## config.mk

```make
export PLATFORM = sky130hd
export DESIGN_NAME = board_boot_phase_sequencer
export DESIGN_NICKNAME = d
export VERILOG_FILES = /design/src/placeholder_end.sv /design/src/boot_pkg.sv /design/src/copy_if.sv /design/src/image_copier.sv /design/src/board_boot_phase_sequencer.sv
export SDC_FILE = /design/constraint.sdc
export NUM_CORES = 1
export LEC_CHECK = 0
export BUFFER_PORTS_ARGS = -buffer_cell sky130_fd_sc_hd__buf_2
export CAP_MARGIN = 25
export CORE_MARGIN = 2
export CORE_UTILIZATION = 50
export CTS_BUF_LIST = sky130_fd_sc_hd__clkbuf_16
export CTS_CLUSTER_DIAMETER = 40
export DETAILED_ROUTE_END_ITERATION = 8
export PLACE_DENSITY = 0.86
export SYNTH_ARGS = -nofsm -noshare
export SYNTH_HDL_FRONTEND = slang
export SYNTH_HIERARCHICAL = 1
export SYNTH_SLANG_ARGS = --single-unit
export TNS_END_PERCENT = 10
```

## constraint.sdc

```tcl
create_clock -name mclk -period 2.2 [get_ports mclk]
set_clock_uncertainty 0.05 [all_clocks]
set_input_delay 0.11 -clock mclk [delete_from_list [all_inputs] [get_ports mclk]]
set_output_delay 0.11 -clock mclk [all_outputs]
set_load 0.01 [all_outputs]
```

## src/placeholder_end.sv

```systemverilog
`timescale 1ns/10ps
`default_nettype none
`default_nettype wire

```

## src/boot_pkg.sv

```systemverilog
`default_nettype none
package boot_pkg;
  // Clock, timing and image size.
  localparam int CLK_MHZ       = 20;
  localparam int RST_PULSE_NS  = 10000;
  localparam int RST_PULSE_CYC = (RST_PULSE_NS * CLK_MHZ + 999) / 1000;
  localparam int SETTLE_CYC    = 4;
  localparam int IMAGE_BYTES   = 65536;
  // Host port register offsets.
  localparam logic [7:0] REG_CTRL   = 8'h00;
  localparam logic [7:0] REG_STATUS = 8'h04;
  localparam logic [7:0] REG_ADDR   = 8'h08;
  localparam logic [7:0] REG_RAM    = 8'h0C;
  localparam logic [7:0] REG_FLASH  = 8'h10;
  // Control bits.
  localparam int CTRL_RUN    = 0;
  localparam int CTRL_COPY   = 1;
  localparam int CTRL_IMG_LO = 2;
  // Status bits.
  localparam int ST_MAN    = 0;
  localparam int ST_BUSY   = 1;
  localparam int ST_RUN    = 2;
  localparam int ST_PAGE   = 3;
  localparam int ST_MAP_LO = 4;
  // Memory layout, map modes and sequencer states.
  localparam logic [1:0]  RUN_REGION = 2'h3;
  localparam logic [17:0] CFG_ADDR   = 18'h3FFF8;
  localparam int          CFG_PAGE_N = 1;
  localparam int          CFG_MAP_LO = 2;
  localparam logic [9:0]  IO_PAGE    = 10'h000;
  localparam logic [17:0] ADDR_RST   = 18'h00000;
  typedef enum logic [1:0] {MAP_256K, MAP_128K, MAP_64K} map_t;
  localparam map_t MAP_RST = MAP_256K;
  typedef enum {S_SETTLE, S_DECIDE, S_COPY, S_INTERACT, S_HCOPY,
                S_CFG, S_PULSE, S_RUN} state_t;
endpackage : boot_pkg
`default_nettype wire

```

## src/copy_if.sv

```systemverilog
`timescale 1ns/10ps
`default_nettype none
interface copy_if;
  logic        start;
  logic        busy;
  logic        done;
  logic        wr;
  logic [15:0] offset;
  logic [7:0]  data;
  logic [7:0]  fdata;
  modport ctrl   (output start, fdata, input busy, done, wr, offset, data);
  modport engine (input start, fdata, output busy, done, wr, offset, data);
endinterface : copy_if
`default_nettype wire

```

## src/image_copier.sv

```systemverilog
`timescale 1ns/10ps
`default_nettype none
module image_copier #(
  parameter int BYTES = boot_pkg::IMAGE_BYTES
) (
  // Clock and reset.
  input wire logic mclk,
  input wire logic nrst,
  // Copy control.
  copy_if.engine   cp
);
  import boot_pkg::*;

  typedef enum {C_IDLE, C_FETCH, C_STORE} cstate_t;

  localparam logic [15:0] LAST = 16'(BYTES - 1);

  if (BYTES < 2 || BYTES > 65536) begin : g_bad
    $error("image_copier: BYTES out of range");
  end

  cstate_t     st_reg;
  logic [15:0] off_reg;
  logic [7:0]  data_reg;
  logic        wr_reg;
  logic        done_reg;

  // One byte takes two cycles: flash address settles, then RAM is written.
  always_ff @(posedge mclk) begin
    if (!nrst) begin
      st_reg <= C_IDLE;
    end else begin
      unique case (st_reg)
        C_IDLE:  if (cp.start) st_reg <= C_FETCH;
        C_FETCH: st_reg <= C_STORE;
        C_STORE: st_reg <= (off_reg == LAST) ? C_IDLE : C_FETCH;
      endcase
    end
  end

  always_ff @(posedge mclk) begin
    if (!nrst) begin
      off_reg  <= 16'h0000;
      data_reg <= 8'h00;
      wr_reg   <= 1'b0;
      done_reg <= 1'b0;
    end else begin
      wr_reg   <= st_reg == C_FETCH;
      done_reg <= st_reg == C_STORE && off_reg == LAST;
      if (st_reg == C_FETCH) data_reg <= cp.fdata;
      if (st_reg == C_IDLE) off_reg <= 16'h0000;
      else if (st_reg == C_STORE) off_reg <= off_reg + 16'h0001;
    end
  end

  assign cp.busy   = st_reg != C_IDLE;
  assign cp.offset = off_reg;
  assign cp.data   = data_reg;
  assign cp.wr     = wr_reg;
  assign cp.done   = done_reg;
endmodule : image_copier
`default_nettype wire

```

## src/board_boot_phase_sequencer.sv

```systemverilog
// The placing of the registers and the strobed register port are this design's own decisions.
`timescale 1ns/10ps
`default_nettype none
module board_boot_phase_sequencer #(
  parameter int IMAGE_BYTES = boot_pkg::IMAGE_BYTES
) (
  // Clock and reset.
  input  wire logic        mclk,
  input  wire logic        nrst,
  // Board straps, asynchronous.
  input  wire logic        interactive_switch_position,
  input  wire logic        file_select_high_jumper,
  input  wire logic        file_select_low_jumper,
  input  wire logic        autoload_inhibit_jumper,
  // Host command port.
  input  wire logic [7:0]  host_addr,
  input  wire logic [31:0] host_wdata,
  input  wire logic        host_wr,
  input  wire logic        host_rd,
  output logic [31:0]      host_rdata,
  // Microcontroller bus.
  input  wire logic [17:0] mcu_addr,
  input  wire logic        mcu_wr,
  input  wire logic [7:0]  mcu_wdata,
  output logic             mcu_rst_n,
  output logic             mcu_io_sel,
  // RAM.
  output logic [17:0]      ram_addr,
  output logic [7:0]       ram_wdata,
  output logic             ram_we,
  output logic             ram_cs,
  input  wire logic [7:0]  ram_rdata,
  // Flash.
  output logic [17:0]      flash_addr,
  output logic [7:0]       flash_wdata,
  output logic             flash_we,
  input  wire logic [7:0]  flash_rdata,
  // Indicator.
  output logic             page_mode_indicator
);
  import boot_pkg::*;

  if (IMAGE_BYTES < 2 || IMAGE_BYTES > 65536) begin : g_bad
    $error("board_boot_phase_sequencer: IMAGE_BYTES out of range");
  end
  if (RST_PULSE_CYC > 65535) begin : g_bad_pulse
    $error("board_boot_phase_sequencer: reset pulse too long");
  end

  localparam logic [15:0] SETTLE_LAST = 16'(SETTLE_CYC - 1);
  localparam logic [15:0] PULSE_LAST  = 16'(RST_PULSE_CYC - 1);

  // Strap synchronisers: three stages, a change counts once stages two and three agree.
  logic [3:0] pin_raw;
  logic [3:0] sync1_reg;
  logic [3:0] sync2_reg;
  logic [3:0] sync3_reg;
  logic [3:0] pin_reg;

  assign pin_raw = {autoload_inhibit_jumper, file_select_high_jumper,
                    file_select_low_jumper, interactive_switch_position};

  for (genvar i = 0; i < 4; i++) begin : g_sync
    always_ff @(posedge mclk) begin
      if (!nrst) begin
        sync1_reg[i] <= 1'b0;
        sync2_reg[i] <= 1'b0;
        sync3_reg[i] <= 1'b0;
        pin_reg[i]   <= 1'b0;
      end else begin
        sync1_reg[i] <= pin_raw[i];
        sync2_reg[i] <= sync1_reg[i];
        sync3_reg[i] <= sync2_reg[i];
        if (sync2_reg[i] == sync3_reg[i]) pin_reg[i] <= sync3_reg[i];
      end
    end
  end

  logic       sw_man;
  logic       inhibit;
  logic [1:0] jsel;

  assign sw_man  = pin_reg[0];
  assign jsel    = pin_reg[2:1];
  assign inhibit = pin_reg[3];

  // Copy engine.
  copy_if cp ();

  image_copier #(
    .BYTES (IMAGE_BYTES)
  ) u_copy (
    .mclk (mclk),
    .nrst (nrst),
    .cp   (cp)
  );

  state_t      state_reg;
  logic [15:0] cnt_reg;
  logic [1:0]  img_reg;
  logic        start_reg;
  logic        page_reg;
  map_t        map_reg;
  logic [17:0] addr_reg;
  logic [31:0] rdata_reg;

  // Host decode; writes and RAM/flash reads are only served while interactive, status and address reads always.
  logic inter;
  logic wr_ctl;
  logic run_cmd;
  logic copy_cmd;
  logic ram_hwr;
  logic ram_hrd;
  logic fl_hwr;
  logic fl_hrd;

  assign inter    = state_reg == S_INTERACT;
  assign wr_ctl   = inter && host_wr && host_addr == REG_CTRL;
  assign run_cmd  = wr_ctl && host_wdata[CTRL_RUN];
  assign copy_cmd = wr_ctl && host_wdata[CTRL_COPY] && !run_cmd;
  assign ram_hwr  = inter && host_wr && host_addr == REG_RAM;
  assign ram_hrd  = inter && host_rd && host_addr == REG_RAM;
  assign fl_hwr   = inter && host_wr && host_addr == REG_FLASH;
  assign fl_hrd   = inter && host_rd && host_addr == REG_FLASH;

  // Phase sequencer.
  always_ff @(posedge mclk) begin
    if (!nrst) begin
      state_reg <= S_SETTLE;
    end else begin
      unique case (state_reg)
        S_SETTLE: if (cnt_reg == SETTLE_LAST) state_reg <= S_DECIDE;
        S_DECIDE: begin
          if (sw_man) state_reg <= S_INTERACT;
          else if (inhibit) state_reg <= S_CFG;
          else state_reg <= S_COPY;
        end
        S_COPY: if (cp.done) state_reg <= S_CFG;
        S_INTERACT: begin
          if (run_cmd) state_reg <= S_CFG;
          else if (copy_cmd) state_reg <= S_HCOPY;
        end
        S_HCOPY: if (cp.done) state_reg <= S_INTERACT;
        S_CFG:   state_reg <= S_PULSE;
        S_PULSE: if (cnt_reg == PULSE_LAST) state_reg <= S_RUN;
        S_RUN:   state_reg <= S_RUN;
      endcase
    end
  end

  // Shared dwell counter, cleared at the end of the settle phase and in the config phase.
  always_ff @(posedge mclk) begin
    if (!nrst) begin
      cnt_reg <= 16'h0000;
    end else if ((state_reg == S_SETTLE && cnt_reg == SETTLE_LAST) ||
                 state_reg == S_CFG) begin
      cnt_reg <= 16'h0000;
    end else if (state_reg == S_SETTLE || state_reg == S_PULSE) begin
      cnt_reg <= cnt_reg + 16'h0001;
    end
  end

  // Image choice and copy start.
  always_ff @(posedge mclk) begin
    if (!nrst) begin
      img_reg   <= 2'h0;
      start_reg <= 1'b0;
    end else begin
      start_reg <= 1'b0;
      if (state_reg == S_DECIDE && !sw_man && !inhibit) begin
        img_reg   <= jsel;
        start_reg <= 1'b1;
      end else if (copy_cmd) begin
        img_reg   <= host_wdata[CTRL_IMG_LO +: 2];
        start_reg <= 1'b1;
      end
    end
  end

  assign cp.start = start_reg;
  assign cp.fdata = flash_rdata;

  // Bus mode and map are caught once, just before the self-reset, and held.
  always_ff @(posedge mclk) begin
    if (!nrst) begin
      page_reg <= 1'b0;
      map_reg  <= MAP_RST;
    end else if (state_reg == S_CFG) begin
      page_reg <= !ram_rdata[CFG_PAGE_N];
      unique case (ram_rdata[CFG_MAP_LO +: 2])
        2'h0:    map_reg <= MAP_256K;
        2'h1:    map_reg <= MAP_128K;
        default: map_reg <= MAP_64K;
      endcase
    end
  end

  // Host address pointer auto-increments on each data access.
  always_ff @(posedge mclk) begin
    if (!nrst) begin
      addr_reg <= ADDR_RST;
    end else if (inter && host_wr && host_addr == REG_ADDR) begin
      addr_reg <= host_wdata[17:0];
    end else if (ram_hwr || ram_hrd || fl_hwr || fl_hrd) begin
      addr_reg <= addr_reg + 18'h00001;
    end
  end

  // Read data stands only in the cycle after the strobe.
  logic [31:0] status;

  always_comb begin
    status                      = 32'h00000000;
    status[ST_MAN]              = inter;
    status[ST_BUSY]             = cp.busy;
    status[ST_RUN]              = state_reg == S_RUN;
    status[ST_PAGE]             = page_reg;
    status[ST_MAP_LO +: 2]      = map_reg;
  end

  always_ff @(posedge mclk) begin
    if (!nrst || !host_rd) begin
      rdata_reg <= 32'h00000000;
    end else begin
      unique case (host_addr)
        REG_STATUS: rdata_reg <= status;
        REG_ADDR:   rdata_reg <= {14'h0000, addr_reg};
        REG_RAM:    rdata_reg <= inter ? {24'h000000, ram_rdata} : 32'h00000000;
        REG_FLASH:  rdata_reg <= inter ? {24'h000000, flash_rdata} : 32'h00000000;
        default:    rdata_reg <= 32'h00000000;
      endcase
    end
  end

  assign host_rdata = rdata_reg;

  // Memory routing. The run-phase decode is combinational so the
  // microcontroller sees no added wait states.
  logic        run;
  logic [17:0] mapped;

  assign run        = state_reg == S_RUN;
  assign mcu_io_sel = run && mcu_addr[17:8] == IO_PAGE;

  always_comb begin
    unique case (map_reg)
      MAP_256K: mapped = mcu_addr;
      MAP_128K: mapped = {1'b1, mcu_addr[16:0]};
      default:  mapped = {RUN_REGION, mcu_addr[15:0]};
    endcase
  end

  always_comb begin
    ram_addr  = addr_reg;
    ram_wdata = host_wdata[7:0];
    ram_we    = ram_hwr;
    ram_cs    = 1'b1;
    unique case (state_reg)
      S_RUN: begin
        ram_addr  = mapped;
        ram_wdata = mcu_wdata;
        ram_cs    = !mcu_io_sel;
        ram_we    = mcu_wr && !mcu_io_sel;
      end
      S_CFG: begin
        ram_addr = CFG_ADDR;
        ram_we   = 1'b0;
      end
      S_COPY, S_HCOPY: begin
        ram_addr  = {RUN_REGION, cp.offset};
        ram_wdata = cp.data;
        ram_we    = cp.wr;
      end
      default: begin
      end
    endcase
  end

  assign flash_addr  = (state_reg == S_COPY || state_reg == S_HCOPY) ?
                       {img_reg, cp.offset} : addr_reg;
  assign flash_wdata = host_wdata[7:0];
  assign flash_we    = fl_hwr;

  // Microcontroller held in reset through setup and the pulse.
  assign mcu_rst_n           = run;
  assign page_mode_indicator = run && page_reg;
endmodule : board_boot_phase_sequencer
`default_nettype wire

```

==> results of run 1 <==
## how the worst max path moves through the flow
| stage | from | endpoint | slack [ns] | depth (start not counted) |
|---|---|---|---|---|
| final | state_reg[2] | ram_addr[3] | 0.07 | 5 |
| after global routing | state_reg[1] | flash_addr[1] | -0.02 | 6 |
| after CTS | state_reg[1] | flash_addr[1] | -0.03 | 6 |
| after detailed placement | host_addr[2] | addr_reg[6] | 0.21 | 6 |
| after global placement | host_addr[2] | addr_reg[6] | 0.27 | 6 |
| after floorplan | cnt_reg[0] | cnt_reg[0] | 0.32 | 6 |
## layer usage
layer	GRT usage, %	wire, microns	vias to the layer above
met5	0	0	-
met4	9.59	463	0
met3	7.51	1940	51
met2	44.7	8430	367
met1	36.1	7310	2885
li1	-	-	2985
## Yosys cell counts, drive strengths merged, types with 3 or more instances
cell    instances  share of area, %
nor4           16               2.5
ha              3              0.64
o31ai           4              0.51
a21o            3              0.38
buf            44               4.9
a22oi          18               2.3
nand2         128               8.2
nor4b           3              0.71
nor3            8              0.68
nand3          25               2.2
or4             4              0.51
nor2b           3              0.32
a311oi          3              0.45
nor2           62               4.0
a21oi          63               5.4
and4b           3              0.58
and3           10               1.1
a22o            7               1.0
xnor2           6              0.90
o22ai          28               3.0
inv            15              0.96
or2             3              0.32
and2           33               3.5
nand4          16               1.8
nand3b          5              0.64
or3             4              0.43
dfxtp         105                36
a31oi           3              0.32
xor2           19               3.0
and4            6              0.90
a211oi          8               1.0
clkbuf         30               1.9
o21ai          36               3.1
nand2b          6              0.64
## worst min-delay path: stages
cell and delay [ns]:
buf_2 0.12, nand2_1 0.06, a21oi_1 0.06
## metrics by stage
step           total power, W  instance area (sq um)  std cells
2_1_floorplan         0.00279                   5900        776
3_3_place_gp          0.00319                   6730       1034
3_5_place_dp          0.00321                   6730       1034
4_1_cts               0.00479                   7190       1067
5_1_grt               0.00504                   7240       1067
6_report              0.00485                   7240       1067
## kinds of logic after synthesis
logic type	after synthesis	share of synthesized area [%]
AND/OR/NAND/NOR	343	30.3
buffers and inverters	89	7.85
adder cells (fa/ha/maj)	3	0.642
XOR/XNOR	25	3.87
other	1	0.0641
AO/OA/AOI/OAI	195	21.0
multiplexers	2	0.342
flip-flops	105	35.9
## report_power, final
| group | internal (W) | switching, W |
|---|---|---|
| clock network | 0.000794 | 0.000792 |
| registers | 0.00196 | 0.0000640 |
| logic | 0.000494 | 0.000748 |
| total | 0.00325 | 0.00160 |
## area by class of cell
cell class | count | area [sq um] | share of cell area (%)
multi-input combinational | 582 | 3370 | 46.6
sequential | 105 | 2110 | 29.1
timing repair buffer | 206 | 1240 | 17.1
clock buffer | 9 | 225 | 3.11
tap | 143 | 179 | 2.47
clock inverter | 7 | 60.1 | 0.829
inverter | 15 | 56.3 | 0.777
## placed cells by master, fill, tap and decap left out, drive strengths merged, types with 14 or more instances in the layout
cell / instances
a22oi: 18
o22ai: 28
conb: 14
inv: 20
nor2: 62
xor2: 19
nand3: 25
a21oi: 63
o21ai: 36
nor4: 16
nand4: 16
dfxtp: 105
nand2: 128
dlygate4sd3: 17
and2: 33
buf: 189
## timing repair
| action | in CTS | in global routing |
|---|---|---|
| buffers inserted | 0 | 0 |
| resized for setup | 2 | 13 |
| setup endpoints to repair | 30 | 45 |
| gates cloned | 0 | 0 |
| endpoints found under the hold margin | 17 | 0 |
| hold buffers | 17 | 0 |
==> metrics.yaml, run 1 <==
placement:
  io_buffers: 152
  globalplace.congestion: 0.916
  dp_hpwl_microns: 13000
  post-place-ws_ns: 0.212
setup_path:
  crit_type: "reg -> out"
  timing.rr.start: "u_copy/cp.offset[0]"
  crit_path_start_kind: "register"
  critical_path.max_fanout: 16
  r2r_end: "u_copy/st_reg[0]"
  r2r_setup_slack_ns: 0.13
  cp.arrival_ns: 1.97
  cp_cell_sequence: "buf_4 > nand2_1 > o22ai_1 > a21oi_1 > buf_2"
  worst-path-buf-inv: 2
  max_stage_delay_ns: 0.50
  cp_slowest_cell: "nand2_1"
  worst-r2r-cell-count: 5
  crit_family: "simple AND/OR/NAND/NOR gates"
  endpoint_kind: "output pin"
  critical_path_required_ns: 2.04
outcome:
  status: "finished, violations left"
  violations: "hold timing"
sta:
  rsz0062_at_grt: "true"
  fmax_mhz: 470
  fin_ws_ns: 0.0714
  final-setup-viol-count: 0
  slew_headroom_pct: 48.9
  period_needed_ns: 2.13
  drv_slew: 0
  tns_ns: 0
  hold_viol_final: 1
  worst_slew_pin_slew_ns: 0.765
  fin_crit_sh_pct: 96.8
  holdWs_ns: -0.00115
synth:
  synth_seq_cells: 105
  ys.flop_type: "dfxtp_1"
  synth_warnings: 6
  syn_avg_cell_area_sq_um: 7.67
  synth-async-reset-ratio_pct: 0
  netlist_area_sq_um: 5850
  ys_types: 70
  syn_inst: 763
  synth_edf_count: 0
  yosysSeqAreaShare_pct: 35.9
die:
  start_util_pct: 51.2
  rows: 39
  ioPinCount: 181
  dieArea_sq_um: 12600
  core-area_sq_um: 11400
  die_h_microns: 112
  die_x_microns: 112
cts:
  clk_pin_slew_ns: 0.08
  cts_sinks: 105
  clockRootBuffer: "clkbuf_16"
  worst_skew_pair.late_latency_ns: 0.35
  cts_buffers: 9
  cts_buffer_depth: 2
  htree_num_levels: 3
  cts_tree: "built"
drt:
  detail-route-antenna-nets: 0
  drtIter0Drc: 787
  dr.pass1.iters: 5
  wire_per_inst_microns: 17.0
  drcViolationCount: 0
  via_per_inst: 5.89
  wirelength_microns: 18100
  routed-via-count: 6288
min_path:
  hold_class: "in -> reg"
  worstHoldStart: "flash_rdata[2]"
  min_to: "u_copy/cp.data[2]"
  min_path_cells: 3
final_layout:
  antenna_cells: 0
  drive_above_1_share_pct: 24.9
  fill_cells: 949
  synthToLayoutAreaGrowth_pct: 23.8
  nNetsFinal: 1013
  final_util_pct: 63.4
global_routing:
  antenna_found_initial: 0
  gr-total-overflow: 0
  grt_util_all_layers_pct: 27.8
  grt_pass1_wl_microns: 28500
  grt_max_degree: 31
  grt_pass1_vias: 5755
power_and_ir_drop:
  powerDensity_nw_per_um2: 670
  p_leak_nw: 3.10
  peakVddDrop_mv: 0.612
flow_run:
  max-cap-violations: 0
Power figures use the tool's default switching activity.
==> run 2: changes to the inputs <==
--- a/config.mk
+++ b/config.mk
@@ -8,11 +8,11 @@
 export BUFFER_PORTS_ARGS = -buffer_cell sky130_fd_sc_hd__buf_2
 export CAP_MARGIN = 25
 export CORE_MARGIN = 2
-export CORE_UTILIZATION = 50
+export CORE_UTILIZATION = 51
 export CTS_BUF_LIST = sky130_fd_sc_hd__clkbuf_16
 export CTS_CLUSTER_DIAMETER = 40
 export DETAILED_ROUTE_END_ITERATION = 8
-export PLACE_DENSITY = 0.86
+export PLACE_DENSITY = 0.88
 export SYNTH_ARGS = -nofsm -noshare
 export SYNTH_HDL_FRONTEND = slang
 export SYNTH_HIERARCHICAL = 1
==> run 2 against run 1 <==
Net effect: the run now ends clean; power up 1.0%; critical path depth grew 2; sequential share of layout area fell by 0.19 points; non-clock buffer count rose by 6; cell count increased by 0.56%; sequential power hardly changed; largest power group unchanged; highest routed layer unchanged.
==> metrics.yaml, run 2 (same netlist as run 1, synthesis figures left out) <==
drt:
  drcViolationCount: 0  # unchanged
  wire_per_inst_microns: 17.5  # was 17.0 microns
  wirelength_microns: 18800  # was 18100 microns
  routed-via-count: 6462  # was 6288
  drtIter0Drc: 702  # was 787
  detail-route-antenna-nets: 0  # unchanged
  dr.pass1.iters: 6  # was 5
  via_per_inst: 6.02  # was 5.89
cts:
  clk_pin_slew_ns: 0.08  # about the same
  worst_skew_pair.late_latency_ns: 0.35  # about the same
  htree_num_levels: 3  # unchanged
  clockRootBuffer: "clkbuf_16"  # unchanged
  cts_buffer_depth: 2  # unchanged
  cts_buffers: 9  # unchanged
  cts_sinks: 105  # unchanged
  cts_tree: "built"  # unchanged
  post_cts_buffers: 0  # unchanged
global_routing:
  grt_max_degree: 31  # unchanged
  grt_util_all_layers_pct: 29.6  # was 27.8%
  gr-total-overflow: 0  # unchanged
  grt_pass1_wl_microns: 29800  # was 28500 microns
  grt_pass1_vias: 6025  # was 5755
  antenna_found_initial: 0  # unchanged
power_and_ir_drop:
  p_switching_w: 0.00163  # was 0.00160 W
  pwr-share-clk_pct: 32.4  # was 32.7%
  p_leak_nw: 3.14  # was 3.10 nW
  power.internal_w: 0.00327  # was 0.00325 W
  seq_power_share_pct: 41.1  # was 41.7%
  p_sw_share_pct: 33.3  # was 33.1%
  comb_power_share_pct: 26.5  # was 25.6%
  peakVddDrop_mv: 0.410  # was 0.612 mV
  powerDensity_nw_per_um2: 673  # was 670 nW/um^2
final_layout:
  final_common_cell: "buf_2"  # unchanged
  ff_latch_area_sq_um: 2100  # was 2110 sq um
  nNetsFinal: 1019  # was 1013
  final_cell_mix: "buf_2, nand2_1, dfxtp_1"  # unchanged
  drive_above_1_share_pct: 25.7  # was 24.9%
  multi_input_comb_area_sq_um: 3360  # was 3370 sq um
  antenna_cells: 0  # unchanged
  final_util_pct: 64.3  # was 63.4%
  final_area_sq_um: 7280  # was 7240 sq um
  fill_cells: 935  # was 949
  synthToLayoutAreaGrowth_pct: 24.4  # was 23.8%
setup_path:
  critical_path_required_ns: 2.04  # about the same
  worst-path-buf-inv: 3  # was 2
  timing.rr.start: "cnt_reg[0]"  # was u_copy/cp.offset[0]
  critical_path.max_fanout: 15  # was 16
  crit_path_frequent_cell: "buf_4"
  cp.arrival_ns: 1.98  # was 1.97 ns
  r2r_end: "state_reg[2]"  # was u_copy/st_reg[0]
  r2r_setup_slack_ns: 0.22  # was 0.13 ns
  cp_slowest_cell: "dfxtp_2"  # was nand2_1
  crit_family: "buffers and inverters"  # was simple AND/OR/NAND/NOR gates
  crit_path_start_kind: "register"  # unchanged
  worst-r2r-cell-count: 6  # was 5
  cp_cell_sequence: "buf_4 > nor2b_2 > a21oi_1 > buf_4 > o22ai_1 > a21oi_2 > buf_2"  # was buf_4 > nand2_1 > o22ai_1 > a21oi_1 > buf_2
  crit_type: "reg -> out"  # unchanged
  endpoint_kind: "output pin"  # unchanged
  max_stage_delay_ns: 0.36  # was 0.50 ns
die:
  dieArea_sq_um: 12300  # was 12600 sq um
  rows: 39  # unchanged
  die_x_microns: 111  # was 112 microns
  die_h_microns: 111  # was 112 microns
  core-area_sq_um: 11300  # was 11400 sq um
  ioPinCount: 181  # unchanged
  start_util_pct: 51.7  # was 51.2%
sta:
  fin_crit_sh_pct: 97.1  # was 96.8%
  slew_headroom_pct: 58.5  # was 48.9%
  final-setup-viol-count: 0  # unchanged
  hold_viol_final: 0  # was 1
  holdWs_ns: 0.00211  # was -0.00115 ns
  tns_ns: 0  # unchanged
  rsz0062_at_grt: "false"  # was true
  period_needed_ns: 2.14  # was 2.13 ns
  fmax_mhz: 468  # was 470 MHz
  worst_slew_pin_slew_ns: 0.617  # was 0.765 ns
  drv_slew: 0  # unchanged
outcome:
  status: "finished clean"  # was finished, violations left
min_path:
  worstHoldStart: "host_wdata[13]"  # was flash_rdata[2]
  min_to: "addr_reg[13]"  # was u_copy/cp.data[2]
  min_path_cells: 3  # unchanged
  hold_class: "in -> reg"  # unchanged
placement:
  io_buffers: 152  # unchanged
  dp_hpwl_microns: 13700  # was 13000 microns
  globalplace.congestion: 0.954  # was 0.916
  placed_cell_area_sq_um: 6810  # was 6730 sq um
flow_run:
  max-cap-violations: 0  # unchanged
[run 2: worst max-delay path by stage]
stage	startpoint	endpoint	slack, ns	cells past startpoint
final	state_reg[1]	ram_addr[15]	0.06	7
after global routing	state_reg[1]	ram_addr[15]	0.03	7
after CTS	state_reg[2]	ram_addr[15]	0.02	7
after detailed placement	cnt_reg[0]	state_reg[1]	0.30	6
after global placement	cnt_reg[0]	state_reg[0]	0.32	6
after floorplan	cnt_reg[0]	cnt_reg[0]	0.32	6
[run 2: timing repair]
item                                   in CTS  in global routing
hold buffers                               15                  0
setup endpoints to repair                   1                 27
resized for setup                           1                  8
pin swaps                                   0                  0
endpoints found under the hold margin      15                  0
[run 2: metrics by stage]
step / std cells / setup WS, ns / total power (W)
2_1_floorplan: 776 / 0.324 / 0.00279
3_3_place_gp: 1042 / 0.315 / 0.00325
3_5_place_dp: 1042 / 0.299 / 0.00327
4_1_cts: 1073 / 0.0168 / 0.00485
5_1_grt: 1073 / 0.0318 / 0.00507
6_report: 1073 / 0.0638 / 0.00490
[run 2: power by group through the flow]
stage | combinational, W | sequential, W | clock, W
after floorplan | 0.000761 | 0.00203 | 0
after global placement | 0.00120 | 0.00205 | 0
after detailed placement | 0.00122 | 0.00205 | 0
after CTS | 0.00125 | 0.00201 | 0.00159
after global routing | 0.00139 | 0.00202 | 0.00165
final | 0.00130 | 0.00202 | 0.00159
[run 2: routing by layer]
metal  global-route usage [%]  vias up  wire (microns)
met4                     17.3        0            1090
met3                     5.14       90            2000
met5                        0        -               0
met1                     36.9     2922            7180
li1                         -     2995               -
met2                     48.1      455            8510
[run 2: worst min-delay path, cell delays in order]
cell       delay, ns
buf_2           0.07
a2bb2oi_1       0.04
o21ai_0         0.15
[run 2: cell type report]
cell class	count	area share (%)
Clock inverter	7	0.894
Multi-Input combinational cell	582	46.1
Inverter	15	0.774
Tap cell	143	2.46
Timing Repair Buffer	212	17.7
Sequential cell	105	28.9
Clock buffer	9	3.09
==> run 3: changes to the inputs <==
--- a/config.mk
+++ b/config.mk
@@ -13,8 +13,8 @@
 export CTS_CLUSTER_DIAMETER = 40
 export DETAILED_ROUTE_END_ITERATION = 8
 export PLACE_DENSITY = 0.88
+export SETUP_SLACK_MARGIN = 0.02
 export SYNTH_ARGS = -nofsm -noshare
 export SYNTH_HDL_FRONTEND = slang
-export SYNTH_HIERARCHICAL = 1
 export SYNTH_SLANG_ARGS = --single-unit
 export TNS_END_PERCENT = 10
==> run 3 against run 2 <==
Net effect: area after synthesis is 1.8% lower; sequential power hardly changed; clock-buffer cell count stayed put; global-route usage is 0.16 points higher; highest routed layer unchanged; clock power is 6% lower; critical path depth stayed put; maximum frequency is 0.76% higher.
==> metrics.yaml, run 3 <==
power_and_ir_drop:
  powerDensity_nw_per_um2: 686  # was 673 nW/um^2
  comb_power_share_pct: 28.1  # was 26.5%
  p_leak_nw: 2.99  # was 3.14 nW
  peakVddDrop_mv: 0.503  # was 0.410 mV
  p_switching_w: 0.00161  # was 0.00163 W
  seq_power_share_pct: 41.3  # was 41.1%
  totalPowerFinal_w: 0.00490  # about the same
  pwr-share-clk_pct: 30.6  # was 32.4%
  p_sw_share_pct: 32.8  # was 33.3%
  power.internal_w: 0.00330  # was 0.00327 W
placement:
  globalplace.congestion: 0.964  # was 0.954
  dp_hpwl_microns: 13400  # was 13700 microns
  dp.cells: 1022  # was 1042
  io_buffers: 152  # unchanged
  placed_cell_area_sq_um: 6660  # was 6810 sq um
cts:
  cts_buffer_depth: 2  # unchanged
  clk_pin_slew_ns: 0.07  # was 0.08 ns
  clockRootBuffer: "clkbuf_16"  # unchanged
  cts_buffers: 9  # unchanged
  worst_skew_pair.late_latency_ns: 0.35  # about the same
  htree_num_levels: 3  # unchanged
  post_cts_buffers: 0  # unchanged
  cts_sinks: 105  # unchanged
  cts_tree: "built"  # unchanged
outcome:
  status: "finished clean"  # unchanged
drt:
  dr.pass1.iters: 6  # unchanged
  routed-via-count: 6385  # was 6462
  via_per_inst: 6.05  # was 6.02
  detail-route-antenna-nets: 0  # unchanged
  drcViolationCount: 0  # unchanged
  wirelength_microns: 18600  # was 18800 microns
  wire_per_inst_microns: 17.6  # was 17.5 microns
  drtIter0Drc: 781  # was 702
global_routing:
  grt_max_degree: 33  # was 31
  grt_pass1_vias: 5504  # was 6025
  grt_util_all_layers_pct: 29.7  # was 29.6%
  use_met2_pct: 49.0  # was 48.1%
  antenna_found_initial: 0  # unchanged
  gr-total-overflow: 0  # unchanged
  use_met1_pct: 36.3  # was 36.9%
  grt_pass1_wl_microns: 27600  # was 29800 microns
  use_met3_pct: 6.82  # was 5.14%
  busiest_layer: "met2"  # unchanged
synth:
  synth-async-reset-ratio_pct: 0  # unchanged
  synth_most_common_cell: "dfxtp_1"  # was nand2_1
  syn_avg_cell_area_sq_um: 7.63  # was 7.67 sq um
  synth_xor_area_share_pct: 4.57  # was 3.87%
  muxShareOfSynthArea_pct: 0.871  # was 0.342%
  syn_inst: 753  # was 763
  synth_edf_count: 0  # unchanged
  synth_area_leaders: "dfxtp_1, nand2_1, a21oi_1"  # unchanged
  ys.flop_type: "dfxtp_1"  # unchanged
  netlist_area_sq_um: 5750  # was 5850 sq um
  synth_top_area_share_pct: 36.6  # was 35.9%
  yosysTopAreaCell: "dfxtp_1"  # unchanged
  synth_compound_area_share_pct: 22.2  # was 21.0%
  synth_common_cells: "dfxtp_1, nand2_1, nor2_1"  # was nand2_1, dfxtp_1, a21oi_1
  synth_seq_cells: 105  # unchanged
  synth_warnings: 0  # was 6
  synthSimpleGateAreaFrac_pct: 27.3  # was 30.3%
  ys_types: 69  # was 70
  synthAdderAreaFrac_pct: 0.653  # was 0.642%
  synth_top_family_by_area: "simple AND/OR/NAND/NOR gates"  # unchanged
  yosysSeqAreaShare_pct: 36.6  # was 35.9%
die:
  die_x_microns: 110  # was 111 microns
  rows: 38  # was 39
  start_util_pct: 52.6  # was 51.7%
  die_h_microns: 110  # was 111 microns
  ioPinCount: 181  # unchanged
  dieArea_sq_um: 12100  # was 12300 sq um
  core-area_sq_um: 10900  # was 11300 sq um
setup_path:
  critical_path.max_fanout: 12  # was 15
  cp_cell_sequence: "nor2b_2 > or2_4 > a21boi_2 > buf_4 > o22ai_1 > nor2_1 > buf_2"  # was buf_4 > nor2b_2 > a21oi_1 > buf_4 > o22ai_1 > a21oi_2 > buf_2
  cp_slowest_cell: "dfxtp_4"  # was dfxtp_2
  worst-r2r-cell-count: 7  # was 6
  critical_path_required_ns: 2.04  # about the same
  cp.arrival_ns: 1.96  # was 1.98 ns
  max_stage_delay_ns: 0.41  # was 0.36 ns
  crit_type: "reg -> out"  # unchanged
  crit_path_start_kind: "register"  # unchanged
  endpoint_kind: "output pin"  # unchanged
sta:
  slew_headroom_pct: 59.0  # was 58.5%
  holdWs_ns: 0.0120  # was 0.00211 ns
  period_needed_ns: 2.12  # was 2.14 ns
  drv_slew: 0  # unchanged
  fmax_mhz: 472  # was 468 MHz
  final-setup-viol-count: 0  # unchanged
  hold_viol_final: 0  # unchanged
  fin_crit_sh_pct: 96.4  # was 97.1%
  rsz0062_at_grt: "true"  # was false
  worst_slew_pin_slew_ns: 0.609  # was 0.617 ns
final_layout:
  synthToLayoutAreaGrowth_pct: 24.4  # about the same
  ff_latch_area_sq_um: 2110  # was 2100 sq um
  final_area_sq_um: 7150  # was 7280 sq um
  nNetsFinal: 1005  # was 1019
  multi_input_comb_area_sq_um: 3280  # was 3360 sq um
  final_cell_mix: "buf_2, dfxtp_1, nand2_1"  # was buf_2, nand2_1, dfxtp_1
  drive_above_1_share_pct: 24.9  # was 25.7%
  fill_cells: 890  # was 935
  final_common_cell: "buf_2"  # unchanged
  final_cells: 1056  # was 1073
  antenna_cells: 0  # unchanged
min_path:
  min_path_cells: 3  # unchanged
  hold_class: "in -> reg"  # unchanged
flow_run:
  max-cap-violations: 0  # unchanged
## run 3: cell count changes in the layout (fill, tap and decap cells not counted), moves of 7 or more
| cell | previous run | this run |
|---|---|---|
| nand2_1 | 127 | 101 |
| o21ai_0 | 36 | 29 |
| a22oi_1 | 18 | 9 |
| nor2_1 | 60 | 68 |
| o22ai_1 | 28 | 45 |
| xnor2_1 | 6 | 19 |
| nor3_1 | 8 | 18 |
| xor2_1 | 18 | 11 |
## run 3: cell families (layout without fill, tap and decap cells)
group,count (synthesis),count (layout)
and+or+nand+nor,316,316
AOI/OAI and AO/OA,203,203
DFF,105,105
buffers and inverters,90,240
xor gates and xnor gates,30,30
muxes,5,5
adders and majority gates,3,3
other,1,14
## run 3: cell type report
class,instances,share of cell area (%)
flip-flops and latches,105,29.5
clock inverters,7,0.647
well taps,140,2.45
multi-input cells,571,45.8
inverters,15,0.805
repair buffers,209,17.6
clock buffers,9,3.15
## run 3: routing by layer
| metal | wire (microns) | share of wire [%] |
|---|---|---|
| met1 | 6990 | 38 |
| met3 | 2200 | 12 |
| met2 | 8620 | 46 |
| met4 | 788 | 4.2 |
| met5 | 0 | 0 |
## run 3: worst paths after layout
check	startpoint	to	slack (ns)
hold / removal	host_wdata[17]	addr_reg[17]	0.01
hold reg to reg	sync1_reg[0]	sync2_reg[0]	0.38
setup / recovery	state_reg[1]	ram_wdata[7]	0.08
setup reg to reg	cnt_reg[0]	cnt_reg[7]	0.22
## run 3: repair_timing
action / in CTS / in global routing
endpoints found under the setup margin: 15 / 34
pin swaps: 0 / 0
gates resized for setup: 4 / 11
endpoints found under the hold margin: 20 / 0
hold buffers: 18 / 0
## run 3: power groups by stage
stage	sequential (W)	combinational [W]	clock, W
2_1_floorplan	0.00203	0.000827	0
3_3_place_gp	0.00206	0.00126	0
3_5_place_dp	0.00206	0.00127	0
4_1_cts	0.00202	0.00131	0.00151
5_1_grt	0.00204	0.00148	0.00159
6_report	0.00203	0.00138	0.00150
## run 3: worst max-delay path, delay by kind of cell (launching register included)
family / cells / cell delay [ns]
and+or+nand+nor: 3 / 0.55
DFF: 1 / 0.41
buffers and inverters: 2 / 0.34
AOI/OAI and AO/OA: 2 / 0.30
## run 3: stage by stage
stage | TNS, ns | worst slack [ns] | utilization [%]
3_5_place_dp | 0 | 0.222 | 60.9
5_1_grt | -0.00191 | -0.00191 | 65.4
6_report | 0 | 0.0799 | 65.4
3_3_place_gp | 0 | 0.292 | 60.9
2_1_floorplan | 0 | 0.292 | -
4_1_cts | 0 | 0.000489 | 65.1
